--- config.mk ---
export PLATFORM = sky130hd
export DESIGN_NAME = decrement_instruction_exec
export DESIGN_NICKNAME = d
export VERILOG_FILES = /design/src/dec_exec_pkg.sv /design/src/dec_alu_if.sv /design/src/dec_alu.sv /design/src/decrement_instruction_exec.sv
export SDC_FILE = /design/constraint.sdc
export NUM_CORES = 1
export LEC_CHECK = 0
export BUFFER_PORTS_ARGS = -buffer_cell sky130_fd_sc_hd__buf_2
export CAP_MARGIN = 20
export CORE_ASPECT_RATIO = 1.2
export CORE_MARGIN = 1.5
export CORE_UTILIZATION = 55
export CTS_BUF_LIST = sky130_fd_sc_hd__clkbuf_4
export CTS_CLUSTER_DIAMETER = 80
export DETAILED_ROUTE_END_ITERATION = 12
export PLACE_DENSITY = 0.73
export SETUP_SLACK_MARGIN = 0.5
export SLEW_MARGIN = 30
export SYNTH_ARGS = -nofsm -noshare
export SYNTH_HDL_FRONTEND = slang
export SYNTH_SLANG_ARGS = --single-unit
--- constraint.sdc ---
create_clock -name clk_in -period 30.2 [get_ports clk_in]
set_clock_uncertainty 0.2 [all_clocks]
set_input_delay 3.02 -clock clk_in [delete_from_list [all_inputs] [get_ports clk_in]]
set_output_delay 3.02 -clock clk_in [all_outputs]
set_load 0.05 [all_outputs]
--- src/dec_exec_pkg.sv ---
// shared constants, types and helpers for the decrement execution block
package dec_exec_pkg;
  localparam int PTR_W    = 24;
  localparam int WORD_W   = 16;
  localparam int ACC_W    = 36;
  localparam int ACC_HI_W = 20;
  localparam int NUM_PTR  = 8;
  localparam int SEL_W    = 3;
  localparam int FLAG_W   = 8;

  // condition flag bit positions
  localparam int FLG_C  = 0;
  localparam int FLG_V  = 1;
  localparam int FLG_Z  = 2;
  localparam int FLG_N  = 3;
  localparam int FLG_U  = 4;
  localparam int FLG_E  = 5;
  localparam int FLG_L  = 6;
  localparam int FLG_SZ = 7;

  localparam logic [PTR_W-1:0]    PTR_RST      = 24'h000000;
  localparam logic [FLAG_W-1:0]   FLAGS_RST    = 8'h00;
  localparam logic [ACC_W-1:0]    RESULT_RST   = 36'h0_0000_0000;
  localparam logic [PTR_W-1:0]    PTR_STEP_ONE = 24'h000001;
  localparam logic [PTR_W-1:0]    PTR_STEP_TWO = 24'h000002;
  localparam logic [WORD_W-1:0]   WORD_MIN     = 16'h8000;
  localparam logic [ACC_HI_W-1:0] ACC_HI_MIN   = 20'h80000;

  // cycle counts of the word decrement forms
  localparam logic [2:0] CYC_REG      = 3'h1;
  localparam logic [2:0] CYC_RN       = 3'h3;
  localparam logic [2:0] CYC_RN_DISP  = 3'h4;
  localparam logic [2:0] CYC_SP       = 3'h4;
  localparam logic [2:0] CYC_ABS16    = 3'h3;
  localparam logic [2:0] CYC_ABS24    = 3'h4;

  typedef enum logic [1:0] {OP_PTR_ONE, OP_PTR_TWO, OP_WORD} op_t;
  typedef enum logic [2:0] {FORM_REG, FORM_RN, FORM_RN_DISP, FORM_SP, FORM_ABS16, FORM_ABS24} form_t;

  function automatic logic [2:0] form_cycles(input form_t f);
    logic [2:0] c;
    c = CYC_REG;
    unique case (f)
      FORM_REG:     c = CYC_REG;
      FORM_RN:      c = CYC_RN;
      FORM_RN_DISP: c = CYC_RN_DISP;
      FORM_SP:      c = CYC_SP;
      FORM_ABS16:   c = CYC_ABS16;
      FORM_ABS24:   c = CYC_ABS24;
      default:      c = CYC_REG;
    endcase
    return c;
  endfunction
endpackage

--- src/dec_alu_if.sv ---
// operand and result bundle between the sequencer and the decrement arithmetic
interface dec_alu_if;
  import dec_exec_pkg::*;
  logic [WORD_W-1:0] word_val;
  logic [ACC_W-1:0]  acc_val;
  logic              dest_acc;
  logic [FLAG_W-1:0] flags_old;
  logic [ACC_W-1:0]  word_res;
  logic [FLAG_W-1:0] flags_new;
  logic [PTR_W-1:0]  ptr_val;
  logic              two_step;
  logic [PTR_W-1:0]  ptr_res;

  modport alu (input word_val, acc_val, dest_acc, flags_old, ptr_val, two_step,
               output word_res, flags_new, ptr_res);
  modport ctl (output word_val, acc_val, dest_acc, flags_old, ptr_val, two_step,
               input word_res, flags_new, ptr_res);
endinterface

--- src/dec_alu.sv ---
// combinational decrement arithmetic and condition flag generation
module dec_alu
  import dec_exec_pkg::*;
(
  dec_alu_if.alu bus
);
  logic [WORD_W-1:0]   res16;
  logic [ACC_HI_W-1:0] hi;
  logic [ACC_HI_W-1:0] res20;
  logic                c;
  logic                v;

  always_comb begin
    bus.ptr_res = bus.ptr_val - (bus.two_step ? PTR_STEP_TWO : PTR_STEP_ONE);
  end

  always_comb begin
    res16 = bus.word_val - WORD_W'(1);
    hi    = bus.acc_val[ACC_W-1 -: ACC_HI_W];
    res20 = hi - ACC_HI_W'(1);
    bus.flags_new          = bus.flags_old;
    if (bus.dest_acc) begin
      // upper 20 bits only, lower part kept
      bus.word_res = {res20, bus.acc_val[WORD_W-1:0]};
      c = (hi == '0);
      v = (hi == ACC_HI_MIN);
      bus.flags_new[FLG_N] = res20[ACC_HI_W-1];
      bus.flags_new[FLG_Z] = (res20 == '0);
      bus.flags_new[FLG_E] = !((&res20[ACC_HI_W-1:WORD_W-1]) || !(|res20[ACC_HI_W-1:WORD_W-1]));
      bus.flags_new[FLG_U] = !(res20[WORD_W-1] ^ res20[WORD_W-2]);
    end else begin
      bus.word_res = {{(ACC_W-WORD_W){1'b0}}, res16};
      c = (bus.word_val == '0);
      v = (bus.word_val == WORD_MIN);
      bus.flags_new[FLG_N] = res16[WORD_W-1];
      bus.flags_new[FLG_Z] = (res16 == '0);
      bus.flags_new[FLG_E] = 1'b0;
      bus.flags_new[FLG_U] = !(res16[WORD_W-1] ^ res16[WORD_W-2]);
    end
    bus.flags_new[FLG_C] = c;
    bus.flags_new[FLG_V] = v;
    bus.flags_new[FLG_L] = bus.flags_old[FLG_L] | v;
  end
endmodule

--- src/decrement_instruction_exec.sv ---
// execution sequencer for the pointer and word decrement instructions
// Notes on behaviour
// - the single-step pointer decrement subtracts one from the chosen pointer and writes it back there.
// - the long-step pointer decrement subtracts two from the chosen pointer and writes it back there.
// - both pointer decrements work on the full 24-bit pointer with borrow through every bit.
// - neither pointer decrement changes any condition flag.
// - the single-step pointer decrement is one program word and finishes in one cycle.
// - the long-step pointer decrement finishes in exactly one cycle.
// - the word decrement takes one to four cycles depending on its operand form.
// - the word decrement subtracts one from 16 bits, or from the upper 20 bits of an accumulator keeping its low part.
// - carry is set on a borrow out of bit 15, or out of bit 35 for an accumulator.
// - word decrement flags follow 20-bit rules for accumulators and 16-bit rules otherwise.
module decrement_instruction_exec
  import dec_exec_pkg::*;
(
  input  wire logic              clk_in,
  input  wire logic              rst_in,
  input  wire logic              issue_in,
  input  wire op_t               op_in,
  input  wire form_t             form_in,
  input  wire logic [SEL_W-1:0]  ptr_sel_in,
  input  wire logic              dest_acc_in,
  input  wire logic [WORD_W-1:0] word_value_in,
  input  wire logic [ACC_W-1:0]  acc_value_in,
  input  wire logic [PTR_W-1:0]  mem_addr_in,
  input  wire logic [WORD_W-1:0] mem_rdata_in,
  input  wire logic              ptr_load_in,
  input  wire logic [SEL_W-1:0]  ptr_load_sel_in,
  input  wire logic [PTR_W-1:0]  ptr_load_data_in,
  input  wire logic              flags_load_in,
  input  wire logic [FLAG_W-1:0] flags_load_data_in,
  input  wire logic [SEL_W-1:0]  ptr_rd_sel_in,
  output logic                   ready_out,
  output logic                   done_out,
  output logic [ACC_W-1:0]       result_out,
  output logic                   mem_rd_out,
  output logic                   mem_wr_out,
  output logic [PTR_W-1:0]       mem_addr_out,
  output logic [WORD_W-1:0]      mem_wdata_out,
  output logic [FLAG_W-1:0]      flags_out,
  output logic [PTR_W-1:0]       ptr_rd_data_out
);
  typedef enum logic [1:0] {ST_IDLE, ST_ADDR, ST_READ, ST_WRITE} state_t;

  state_t            state_r;
  logic [PTR_W-1:0]  ptr_r [NUM_PTR];
  logic [FLAG_W-1:0] flags_r;
  logic [ACC_W-1:0]  result_r;
  logic [PTR_W-1:0]  addr_r;
  logic [WORD_W-1:0] wdata_r;
  logic              done_r;
  logic [PTR_W-1:0]  ptr_rd_r;
  logic              accept;
  logic              ptr_op;
  logic              word_reg;
  logic              word_mem;

  dec_alu_if alu_bus ();

  dec_alu u_alu (
    .bus (alu_bus.alu)
  );

  assign ready_out = (state_r == ST_IDLE);
  assign accept    = issue_in && ready_out;
  assign ptr_op    = accept && (op_in != OP_WORD);
  assign word_reg  = accept && (op_in == OP_WORD) && (form_in == FORM_REG);
  assign word_mem  = accept && (op_in == OP_WORD) && (form_in != FORM_REG);

  // memory operand in the read cycle, register operand otherwise
  assign alu_bus.word_val  = (state_r == ST_READ) ? mem_rdata_in : word_value_in;
  assign alu_bus.acc_val   = acc_value_in;
  assign alu_bus.dest_acc  = (state_r == ST_READ) ? 1'b0 : dest_acc_in;
  assign alu_bus.flags_old = flags_r;
  assign alu_bus.ptr_val   = ptr_r[ptr_sel_in];
  assign alu_bus.two_step  = (op_in == OP_PTR_TWO);

  assign done_out      = done_r;
  assign result_out    = result_r;
  assign mem_rd_out    = (state_r == ST_READ);
  assign mem_wr_out    = (state_r == ST_WRITE);
  assign mem_addr_out  = addr_r;
  assign mem_wdata_out = wdata_r;
  assign flags_out     = flags_r;
  assign ptr_rd_data_out = ptr_rd_r;

  // sequencer for the memory word decrement forms
  always_ff @(posedge clk_in or posedge rst_in) begin
    if (rst_in) begin
      state_r <= ST_IDLE;
    end else begin
      unique case (state_r)
        ST_IDLE: begin
          if (word_mem) begin
            state_r <= (form_cycles(form_in) == CYC_RN_DISP) ? ST_ADDR : ST_READ;
          end
        end
        ST_ADDR:  state_r <= ST_READ;
        ST_READ:  state_r <= ST_WRITE;
        ST_WRITE: state_r <= ST_IDLE;
      endcase
    end
  end

  always_ff @(posedge clk_in or posedge rst_in) begin
    if (rst_in) begin
      done_r <= 1'b0;
    end else begin
      done_r <= ptr_op || word_reg || (state_r == ST_WRITE);
    end
  end

  // pointer file; an instruction wins over a same-cycle load
  always_ff @(posedge clk_in or posedge rst_in) begin
    if (rst_in) begin
      for (int i = 0; i < NUM_PTR; i++) begin
        ptr_r[i] <= PTR_RST;
      end
    end else begin
      if (ptr_load_in) begin
        ptr_r[ptr_load_sel_in] <= ptr_load_data_in;
      end
      if (ptr_op) begin
        ptr_r[ptr_sel_in] <= alu_bus.ptr_res;
      end
    end
  end

  always_ff @(posedge clk_in or posedge rst_in) begin
    if (rst_in) begin
      ptr_rd_r <= PTR_RST;
    end else begin
      ptr_rd_r <= ptr_r[ptr_rd_sel_in];
    end
  end

  // flags change on word decrements and on a flags load; a word decrement wins over a same-cycle load
  always_ff @(posedge clk_in or posedge rst_in) begin
    if (rst_in) begin
      flags_r <= FLAGS_RST;
    end else if (word_reg || (state_r == ST_READ)) begin
      flags_r <= alu_bus.flags_new;
    end else if (flags_load_in) begin
      flags_r <= flags_load_data_in;
    end
  end

  always_ff @(posedge clk_in or posedge rst_in) begin
    if (rst_in) begin
      result_r <= RESULT_RST;
    end else if (word_reg || (state_r == ST_READ)) begin
      result_r <= alu_bus.word_res;
    end
  end

  always_ff @(posedge clk_in or posedge rst_in) begin
    if (rst_in) begin
      addr_r  <= PTR_RST;
      wdata_r <= '0;
    end else begin
      if (word_mem) begin
        addr_r <= mem_addr_in;
      end
      if (state_r == ST_READ) begin
        wdata_r <= alu_bus.word_res[WORD_W-1:0];
      end
    end
  end

  // helper logic for the checks below
  logic [PTR_W-1:0] sel_ptr_val;
  logic [SEL_W-1:0] sel_q;
  assign sel_ptr_val = ptr_r[ptr_sel_in];
  always_ff @(posedge clk_in or posedge rst_in) begin
    if (rst_in) begin
      sel_q <= '0;
    end else begin
      sel_q <= ptr_sel_in;
    end
  end
endmodule

==> summary.md, run 1 <==
| Metric | Value |
|---|---|
| Combinational fraction of design power | 46.7% |
| Htree depth | 3 |
| Slew margin rel. | 33.7% |
| Number of max-cap violations | 0 |
| Hold path depth | 2 |
| Avg WL per Cell | 22.3 um |
| DIE AREA | 34800 sq um |
| Die width | 171 um |
| Largest net degree at the start of global routing | 107 |
| Critical setup path kind | in -> reg |
| Async S/R FF share, synth | 100% |
| Router iterations before antenna repair | 6 |
| Root Driver | clkbuf_4 |
| Post-layout minimum cycle time | 7.24 ns |
| CP max FO | 45 |
| Initial Util | 55.9% |
| Critical Path Start Type | primary input |
| Internal | 1140 uW |
| # fillers | 2736 |
| Hold slack | 0.273 ns |
| Die height | 204 um |
| DRT antenna net count | 0 |
| Synth cell count leaders | dfrtp_1, nand2_1, mux2_2 |
| Detailed Place HPWL | 36500 um |
| Post-Syn Instances | 1817 |
| Port Buffers | 255 |
| Fmax | 0.138 GHz |
| Number of distinct library cells after synthesis | 82 |
| Share of layout cells above drive strength 1 | 33.3% |
| Area leader, netlist | dfrtp_1 |
| Gpl congestion | 0.953 |
| HP Class | reg -> reg |
| Synth warnings | 0 |
| GR Overflow Total | 0 |
| I/O pin count | 256 |
| Core Region | 33200 sq um |
| Vias in the first global route | 16461 |
| Post-synth top area share | 40.9% |
| CTS tree | yes |
| Syn avg cell area | 10.2 sq um |
| Synth Cell Area | 18500 sq um |
| Pwr Density | 95.1 nW/um^2 |
| Final setup vio count | 0 |
| DRC errors left | 0 |
| Sw power | 883 uW |
| First-pass GRT wire length | 89300 um |
| Total number of vias | 16305 |
| Clock share of power | 18.6% |
| 1st-iter DRT viols | 1275 |
| Sw frac | 43.7% |
| Setup TNS Final | 0 ns |
| Syn_nets | 1974 |
| GR Util All Layers | 33.3% |
| Crit path required time | 30.58 ns |
| Final Hold Fails | 0 |
| CTS Buf Count | 83 |
| CTS-repair resized insts | 0 |
| Register area share after synthesis | 40.9% |
| Total Power | 2020 uW |
| Most used DFF post-synth | dfrtp_1 |
| Number of synthesized flops with an enable pin | 0 |
| Pleak | 0.00921 uW |
| Crit end category | register |
| Final #Nets | 2208 |
| Clock sinks | 303 |
| Flops & latches, synth | 303 |
| P&R area growth vs syn | 14.5% |
| Top-count cell post-synth | dfrtp_1 |
| Area contributors post-synth | dfrtp_1, mux2_2, mux4_2 |
| Flop pwr share | 34.6% |
| Crit path DAT | 7.61 ns |
| Tcrit/Tclk final | 24.0% |
| Hold_buf cts | 0 |
| Worst-path clk slew | 0.06 ns |
| Clock Latency Late Sink | 0.78 ns |
| Longest Clk Path Bufs | 3 |
| Status | complete, no violations |
| Setup Fix Bufs, Post-CTS | 0 |
| Final WL | 57200 um |
| Cell row count | 73 |
| RSZ-0062 raised after global routing | false |
| Reg2reg path depth | 16 |
| Vias per cell | 6.36 |
| Worst slew pin tran | 0.985 ns |
| Maximum VDD drop | 0.0694 mV |
| Slew Limit Fails | 0 |
| Initial antenna violation count | 6 |
-- through the flow --
stage	setup WS [ns]	instance area, sq um	utilization [%]	instances
5_1_grt	22.69	21200	64.0	2562
6_report	22.96	21200	64.0	2562
3_3_place_gp	22.54	20200	60.8	2416
2_1_floorplan	18.61	18500	-	1817
4_1_cts	23.12	21200	64.0	2560
3_5_place_dp	22.36	20200	60.8	2416
-- cells by family after synthesis --
| group | after synthesis | synth area share [%] |
|---|---|---|
| buffers and inverters | 163 | 3.64 |
| DFF | 303 | 40.9 |
| adders and majority gates | 13 | 0.918 |
| muxes | 312 | 22.4 |
| AOI/OAI and AO/OA | 438 | 14.8 |
| and+or+nand+nor | 529 | 14.5 |
| xor gates and xnor gates | 59 | 2.87 |
-- power by group through the flow --
| stage | combinational, uW | clock (uW) | sequential [uW] |
|---|---|---|---|
| floorplan | 523 | 0 | 873 |
| global placement | 918 | 0 | 691 |
| detailed placement | 939 | 0 | 698 |
| CTS | 942 | 384 | 694 |
| global route | 1020 | 406 | 718 |
| finish | 944 | 376 | 699 |
-- cell type report --
class | instances | area [sq um] | area share (%)
Antenna cell | 2 | 5.00 | 0.0236
Clock buffer | 126 | 946 | 4.46
Clock inverter | 18 | 95.1 | 0.448
Inverter | 20 | 82.6 | 0.389
Multi-Input combinational cell | 1351 | 10400 | 48.9
Sequential cell | 303 | 7580 | 35.7
Tap cell | 450 | 563 | 2.65
Timing Repair Buffer | 292 | 1570 | 7.38
-- flip-flops by register name (all words and copies together) (netlist names) --
name,count
mem_addr_out,24
ptr_rd_data_out,24
done_out,1
state_r,2
flags_out,8
mem_wdata_out,16
result_out,36
ptr_r,192
-- layout by cell type (no fill, tap or decap), drive strengths merged, types with 6 or more instances in the layout --
master	count
dfrtp	303
buf	292
nand2	173
mux2	167
a21oi	132
clkbuf	126
o21ai	120
nor2	98
nor2b	81
mux2i	80
a211oi	79
mux4	65
nand3	33
xor2	30
xnor2	29
nor3	29
inv	23
nand4	17
o22ai	15
clkinv	14
nor4	13
ha	12
nor3b	12
or3	11
a221oi	11
a31oi	10
nand4b	10
o221ai	9
nand3b	9
o21a	7
or2	6
or4	6
or3b	6
-- worst max-delay path, stage by stage --
cell       delay [ns]
buf_2            0.45
buf_4            0.63
nor2_1           0.41
a221oi_1         0.34
nor2_1           0.08
nor2_1           0.11
ha_1             0.20
fa_1             0.26
o2111ai_1        0.13
nor4_1           0.87
nand4bb_1        0.26
xor2_1           0.62
a21oi_1          0.14
-- path summary, 6_finish.rpt --
| kind | end | slack [ns] | startpoint |
|---|---|---|---|
| setup / recovery | ptr_r[116]$_DFF_PP0_ | 22.96 | ptr_sel_in[2] |
| hold / removal | result_out[28]$_DFFE_PP0N_ | 0.27 | result_out[28]$_DFFE_PP0N_ |
| setup reg to reg | flags_out[2]$_DFFE_PP0P_ | 25.90 | state_r[0]$_DFFE_PP0P_ |
| hold reg to reg | result_out[28]$_DFFE_PP0N_ | 0.27 | result_out[28]$_DFFE_PP0N_ |
| max in group asynchronous | ptr_r[159]$_DFF_PP0_ | 25.06 | rst_in |
| min in group asynchronous | result_out[6]$_DFFE_PP0N_ | 2.19 | rst_in |
-- metal layers --
layer	GRT usage [%]	share of wire, %
met1	38.8	36
met2	55.7	49
met3	9.33	9.8
met4	17.5	4.9
met5	0	0.089
Power figures use the tool's default switching activity.
==> run 2: changes to the inputs <==
--- a/config.mk
+++ b/config.mk
@@ -5,6 +5,7 @@
 export SDC_FILE = /design/constraint.sdc
 export NUM_CORES = 1
 export LEC_CHECK = 0
+export ABC_AREA = 1
 export BUFFER_PORTS_ARGS = -buffer_cell sky130_fd_sc_hd__buf_2
 export CAP_MARGIN = 20
 export CORE_ASPECT_RATIO = 1.2
@@ -13,7 +14,7 @@
 export CTS_BUF_LIST = sky130_fd_sc_hd__clkbuf_4
 export CTS_CLUSTER_DIAMETER = 80
 export DETAILED_ROUTE_END_ITERATION = 12
-export PLACE_DENSITY = 0.73
+export PLACE_DENSITY = 0.76
 export SETUP_SLACK_MARGIN = 0.5
 export SLEW_MARGIN = 30
 export SYNTH_ARGS = -nofsm -noshare
==> constraint.sdc (replaced) <==
create_clock -name clk_in -period 6.2 [get_ports clk_in]
set_clock_uncertainty 0.2 [all_clocks]
set_input_delay 0.62 -clock clk_in [delete_from_list [all_inputs] [get_ports clk_in]]
set_output_delay 0.62 -clock clk_in [all_outputs]
set_load 0.05 [all_outputs]
==> run 2 against run 1 <==
Net effect:
- count of clock-buffer cells in the layout down 14
- largest cell class unchanged
- largest power group unchanged
- critical path depth up 13
- sequential cell count unchanged
- combinational power rose to 4.3 times the previous value
- power rose to 4.4 times the previous value
- die area up 0.84%
==> summary.md, run 2 <==
| Metric | Value |
|---|---|
| Worst slew pin tran | 0.905 ns |
| Crit path required time | 6.65 ns |
| Critical setup path kind | reg -> reg |
| Port Buffers | 255 |
| Most common cell after layout, fill and taps aside | nand2_1 |
| Vias in the first global route | 19034 |
| Internal | 4740 uW |
| I/O pin count | 256 |
| CTS Buf Count | 84 |
| Longest Clk Path Bufs | 3 |
| Syn_nets | 2932 |
| Largest register FFs | 192 |
| Initial antenna violation count | 6 |
| Async S/R FF share, synth | 100% |
| Setup TNS Final | 0 ns |
| Die height | 205 um |
| P&R area growth vs syn | 16.8% |
| Area contributors post-synth | dfrtp_1, nand2_1, o21ai_0 |
| Highest-count cells in the layout ignoring fill and taps | nand2_1, o21ai_0, dfrtp_1 |
| Number of distinct library cells after synthesis | 42 |
| Slew margin rel. | 39.6% |
| # fillers | 3010 |
| Gpl congestion | 0.936 |
| CP max FO | 46 |
| Sw frac | 46.9% |
| Avg WL per Cell | 18.1 um |
| Largest net degree at the start of global routing | 159 |
| Synth Cell Area | 18700 sq um |
| First-pass GRT wire length | 100000 um |
| Die width | 171 um |
| Slew Limit Fails | 0 |
| GR Overflow Total | 0 |
| Most flop-heavy register | ptr_r |
| Cell row count | 73 |
| Htree depth | 3 |
| Reg2reg end | flags_out[2]$_DFFE_PP0P_ |
| Area leader, netlist | dfrtp_1 |
| Router iterations before antenna repair | 6 |
| Reg2reg start | state_r[1]$_DFFE_PP0P_ |
| Critical Path Start Type | register |
| Most used DFF post-synth | dfrtp_1 |
| Share of layout cells above drive strength 1 | 14.6% |
| Core Region | 33300 sq um |
| Final setup vio count | 0 |
| Tcrit/Tclk final | 77.0% |
| Total number of vias | 20104 |
| Root Driver | clkbuf_4 |
| 1st-iter DRT viols | 2118 |
| Synth cell count leaders | nand2_1, o21ai_0, dfrtp_1 |
| Final WL | 64500 um |
| Pleak | 0.0112 uW |
| DIE AREA | 35100 sq um |
| Total Power | 8910 uW |
| Post-Syn Instances | 2775 |
| Reg2reg path depth | 26 |
| RSZ-0062 raised after global routing | false |
| Syn avg cell area | 6.74 sq um |
| Final #Nets | 3202 |
| HP Class | in -> reg |
| Crit path DAT | 5.23 ns |
| Clock Latency Late Sink | 0.77 ns |
| Post-synth top area share | 40.6% |
| Post-layout minimum cycle time | 4.78 ns |
| Initial Util | 56.1% |
| FF-to-FF setup slack | 1.42 ns |
| Hold path endpoint | ptr_r[20]$_DFF_PP0_ |
| Crit end category | register |
| Detailed Place HPWL | 39700 um |
| GR Util All Layers | 36.9% |
| Synth warnings | 0 |
| Top-count cell post-synth | nand2_1 |
| Register area share after synthesis | 40.6% |
| Flop pwr share | 34.3% |
| Number of max-cap violations | 0 |
| Number of synthesized flops with an enable pin | 0 |
| Vias per cell | 5.64 |
| Worst-path clk slew | 0.06 ns |
| Status | complete, no violations |
| Min-delay src | ptr_load_data_in[20] |
| Clock sinks | 303 |
| Finished Cell Area | 21800 sq um |
| DRT antenna net count | 0 |
| Fmax | 0.209 GHz |
| Sw power | 4180 uW |
| CTS tree | yes |
| DRC errors left | 0 |
| Maximum VDD drop | 0.348 mV |
| Placed inst area | 20100 sq um |
| Hold path depth | 5 |
| Pwr Density | 408 nW/um^2 |
| Final Hold Fails | 0 |
| Combinational fraction of design power | 45.2% |
| Clock share of power | 20.5% |
| Flops & latches, synth | 303 |
[run 2: cell types whose count changed in the layout (fill, tap and decap cells not counted), sizes merged, moves of 68 or more]
| cell | change |
|---|---|
| nand2 | +881 |
| o21ai | +387 |
| inv | +209 |
| mux2 | -167 |
| nor2b | -81 |
| a211oi | -76 |
| mux2i | -68 |
[run 2: layout make-up]
type / instances / area [sq um] / area share (%)
tap: 450 / 563 / 2.58
timing repair buffer: 348 / 2170 / 9.95
multi-input combinational: 2071 / 9550 / 43.7
antenna: 6 / 15.0 / 0.0688
clock inverter: 37 / 218 / 0.997
inverter: 237 / 896 / 4.10
sequential: 303 / 7580 / 34.7
clock buffer: 112 / 841 / 3.85
[run 2: per-stage QoR]
stage / hold WS [ns] / utilization [%] / setup WS, ns / instances
after detailed placement: 0.253 / 60.4 / 2.01 / 3349
final: 0.0414 / 65.5 / 1.42 / 3564
after floorplan: 0.298 / - / 1.35 / 2775
after global placement: 0.249 / 60.4 / 2.06 / 3349
after global routing: 0.0197 / 65.5 / 0.926 / 3563
after CTS: 0.00203 / 65.4 / 1.48 / 3557
[run 2: cell families (layout without fill, tap and decap cells)]
family	Yosys count	count (layout)	synth area share, %
AOI/OAI and AO/OA	698	698	20.0
xor gates and xnor gates	28	28	1.51
adders and majority gates	13	13	0.910
buffers and inverters	401	734	8.53
DFF	303	303	40.6
muxes	12	12	0.642
other	0	6	0
and+or+nand+nor	1320	1320	27.8
[run 2: critical path: stages (launching register included)]
cell and delay, ns:
dfrtp_1 0.40, ha_1 0.19, buf_4 0.24, inv_2 0.54, nand2_1 0.11, nand2_1 0.16, ha_1 0.19, nand3_1 0.12
nor2_2 0.26, nand3_1 0.20, nor2_1 0.16, nand3_1 0.13, nor2_1 0.14, xor2_1 0.19, inv_1 0.08, ha_1 0.20
nand2_1 0.05, nor2_1 0.04, nand2_1 0.07, nor2_1 0.04, nand3_1 0.10, nor2_1 0.04, nand2_1 0.05, nand3_1 0.06
nand2_1 0.09, nand2_1 0.04, dlygate4sd3_1 0.55
[run 2: worst max-delay path by stage]
stage	from	to	slack, ns
final	state_r[1]$_DFFE_PP0P_	flags_out[2]$_DFFE_PP0P_	1.42
after global placement	state_r[0]$_DFFE_PP0P_	flags_out[2]$_DFFE_PP0P_	2.06
after CTS	state_r[0]$_DFFE_PP0P_	flags_out[2]$_DFFE_PP0P_	1.48
after global routing	state_r[0]$_DFFE_PP0P_	flags_out[2]$_DFFE_PP0P_	0.93
after floorplan	rst_in	done_out$_DFF_PP0_	1.35
after detailed placement	state_r[0]$_DFFE_PP0P_	flags_out[2]$_DFFE_PP0P_	2.01
[run 2: layer usage]
| layer | wire (um) | up-vias | share of wire [%] | GRT usage (%) |
|---|---|---|---|---|
| met5 | 13 | - | 0.020 | 0 |
| met4 | 3270 | 2 | 5.1 | 20.0 |
| met3 | 6500 | 249 | 10 | 8.27 |
| met2 | 30400 | 1121 | 47 | 60.7 |
| met1 | 24300 | 9190 | 38 | 44.8 |
| li1 | - | 9542 | - | - |
[run 2: power by group through the flow]
stage	logic (uW)	registers (uW)	clock network (uW)
3_5_place_dp	3920	3060	0
3_3_place_gp	3840	3040	0
5_1_grt	4440	3120	1990
4_1_cts	3970	3040	1870
6_report	4020	3060	1830
2_1_floorplan	2130	3850	0
[run 2: repair_timing]
action / in CTS / in global routing
hold buffers: 59 / 0
resized for setup: 0 / 0
hold endpoints to repair: 138 / 0
setup buffers: 0 / 0
==> run 3: changes to the inputs <==
--- a/config.mk
+++ b/config.mk
@@ -5,7 +5,7 @@
 export SDC_FILE = /design/constraint.sdc
 export NUM_CORES = 1
 export LEC_CHECK = 0
-export ABC_AREA = 1
+export ABC_AREA = 0
 export BUFFER_PORTS_ARGS = -buffer_cell sky130_fd_sc_hd__buf_2
 export CAP_MARGIN = 20
 export CORE_ASPECT_RATIO = 1.2
@@ -14,7 +14,7 @@
 export CTS_BUF_LIST = sky130_fd_sc_hd__clkbuf_4
 export CTS_CLUSTER_DIAMETER = 80
 export DETAILED_ROUTE_END_ITERATION = 12
-export PLACE_DENSITY = 0.76
+export PLACE_DENSITY = 0.73
 export SETUP_SLACK_MARGIN = 0.5
 export SLEW_MARGIN = 30
 export SYNTH_ARGS = -nofsm -noshare
==> constraint.sdc (replaced) <==
create_clock -name clk_in -period 4.9 [get_ports clk_in]
set_clock_uncertainty 0.2 [all_clocks]
set_input_delay 0.49 -clock clk_in [delete_from_list [all_inputs] [get_ports clk_in]]
set_output_delay 0.49 -clock clk_in [all_outputs]
set_load 0.05 [all_outputs]
==> run 3 against run 2 <==
Net effect:
- sequential power rose by 43%
- sequential share of layout area fell by 1.0 points
- non-clock buffer count rose by 77
- critical path depth fell by 13
- wire length fell by 8.4%
- count of clock-buffer cells in the layout rose by 2
- register-to-register slack got worse by 0.42 ns
- final cell count fell by 25%
- critical endpoint unchanged
- largest cell class unchanged
==> summary.md, run 3 (synthesis results as in run 1) <==
| Metric | Value |
|---|---|
| Fmax | 0.253 GHz |
| Die height | 204 um |
| Pre-CTS setup slack | 0.618 ns |
| Total number of vias | 16764 |
| Avg WL per Cell | 22.0 um |
| Most flop-heavy register | ptr_r |
| Largest register FFs | 192 |
| FF/Latch Area | 7580 sq um |
| Clock Latency Late Sink | 0.77 ns |
| Port Buffers | 255 |
| Highest-count cells in the layout ignoring fill and taps | dfrtp_1, buf_2, nand2_1 |
| Crit end category | register |
| P&R area growth vs syn | 21.3% |
| # fillers | 2531 |
| Setup Fix Bufs, Post-CTS | 0 |
| Router iterations before antenna repair | 8 |
| Htree depth | 3 |
| RSZ-0062 raised after global routing | false |
| Final Hold Fails | 0 |
| Worst-path clk slew | 0.06 ns |
| Cell row count | 73 |
| Multi-input combinational cell area | 10400 sq um |
| Initial antenna violation count | 7 |
| Hold slack | 0.0596 ns |
| Vias per cell | 6.24 |
| DRT antenna net count | 0 |
| Final WL | 59100 um |
| GR Util All Layers | 34.6% |
| Final #Nets | 2340 |
| Met2 wire length | 29000 um |
| WL met1 | 21900 um |
| Longest Clk Path Bufs | 3 |
| HP Class | in -> reg |
| Number of max-cap violations | 0 |
| Final setup vio count | 0 |
| Routed wire length on met3 | 5560 um |
| Root Driver | clkbuf_4 |
| Top cell by count, worst path | or4_1 |
| 1st-iter DRT viols | 1556 |
| Pleak | 0.00975 uW |
| CTS tree | yes |
| Most common cell after layout, fill and taps aside | dfrtp_1 |
| Critical Path Start Type | primary input |
| Tcrit/Tclk final | 80.6% |
| Critical setup path kind | in -> reg |
| Min-delay src | word_value_in[13] |
| Die width | 171 um |
| Setup ws final | 0.951 ns |
| Crit path required time | 5.40 ns |
| Share of layout cells above drive strength 1 | 31.7% |
| Status | complete, no violations |
| Worst Setup SP | acc_value_in[20] |
| Crit path DAT | 4.45 ns |
| Vias in the first global route | 17045 |
| Maximum VDD drop | 0.420 mV |
| Initial Util | 55.9% |
| I/O pin count | 256 |
| Worst path cell trace | dlygate4sd3_1 > buf_2 > or4_1 > or4b_1 > or4_1 > xor2_1 > ha_1 > nand2_1 > nor4_1 > nand4_1 > or4_1 > o21ai_1 > a31o_1 |
| Highest metal used | met5 |
| Setup TNS Final | 0 ns |
| Worst slew pin tran | 0.961 ns |
| Largest net degree at the start of global routing | 127 |
| CP max FO | 8 |
| Reg2reg start | state_r[0]$_DFFE_PP0P_ |
| Core Region | 33200 sq um |
| Post-layout minimum cycle time | 3.95 ns |
| Critical-path top delay cell | or4b_1 |
| Slew margin rel. | 35.9% |
| CTS Buf Count | 82 |
| First-pass GRT wire length | 92800 um |
| Gpl congestion | 0.942 |
| DRC errors left | 0 |
| Worst path max stage delay | 0.66 ns |
| GR Overflow Total | 0 |
| Detailed Place HPWL | 37500 um |
| Post-layout util | 67.9% |
| Clock sinks | 303 |
| Slew Limit Fails | 0 |
| Pwr Density | 562 nW/um^2 |
| DIE AREA | 34800 sq um |
[run 3: changes by cell type in the layout (fill, tap and decap cells not counted), sizes merged, moves of 68 or more]
cell / before / now
nand2: 1054 / 173
o21ai: 507 / 120
inv: 232 / 21
mux2: 0 / 167
nor2b: 0 / 81
a211oi: 3 / 79
mux2i: 12 / 80
[run 3: path summary, 6_finish.rpt]
check	slack, ns	to	depth (start not counted)
hold / removal	0.06	result_out[13]$_DFFE_PP0N_	5
setup reg to reg	1.00	flags_out[2]$_DFFE_PP0P_	15
setup / recovery	0.95	flags_out[2]$_DFFE_PP0P_	13
hold reg to reg	0.28	result_out[25]$_DFFE_PP0N_	2
min in group asynchronous	0.19	ptr_r[65]$_DFF_PP0_	3
max in group asynchronous	2.99	ptr_r[150]$_DFF_PP0_	4
[run 3: final cells by class]
type	count	share of cell area, %
Sequential cell	303	33.7
Inverter	20	0.350
Multi-Input combinational cell	1351	46.2
Clock inverter	20	0.584
Antenna cell	4	0.0445
Timing Repair Buffer	425	12.8
Tap cell	450	2.50
Clock buffer	114	3.80
[run 3: metal layers]
metal | vias up | track usage, %
met5 | - | 0
met2 | 937 | 58.0
met1 | 8122 | 42.0
li1 | 7492 | -
met3 | 207 | 8.11
met4 | 6 | 16.4
[run 3: repair_timing]
action,CTS,global route
endpoints found under the hold margin,238,0
hold buffers,116,0
gates resized for setup,0,0
[run 3: worst max-delay path, delay by kind of cell]
kind | cells | cell delay, ns
buf+inv | 2 | 0.69
simple gates | 7 | 2.62
fa+ha+maj | 1 | 0.19
compound gates | 2 | 0.27
xor+xnor | 1 | 0.19
[run 3: power by group]
part,switching (uW),leakage (uW),internal [uW]
registers,795,0.00368,3580
clock network,1100,0.000599,1170
logic,3660,0.00547,2340
total,5550,0.00975,7090
[run 3: through the flow]
stage	total power [uW]	instances	instance area, sq um
finish	12600	2687	22500
global placement	10000	2433	20300
CTS	12600	2683	22500
global route	13400	2686	22500
detailed placement	10200	2433	20300
floorplan	8620	1817	18600
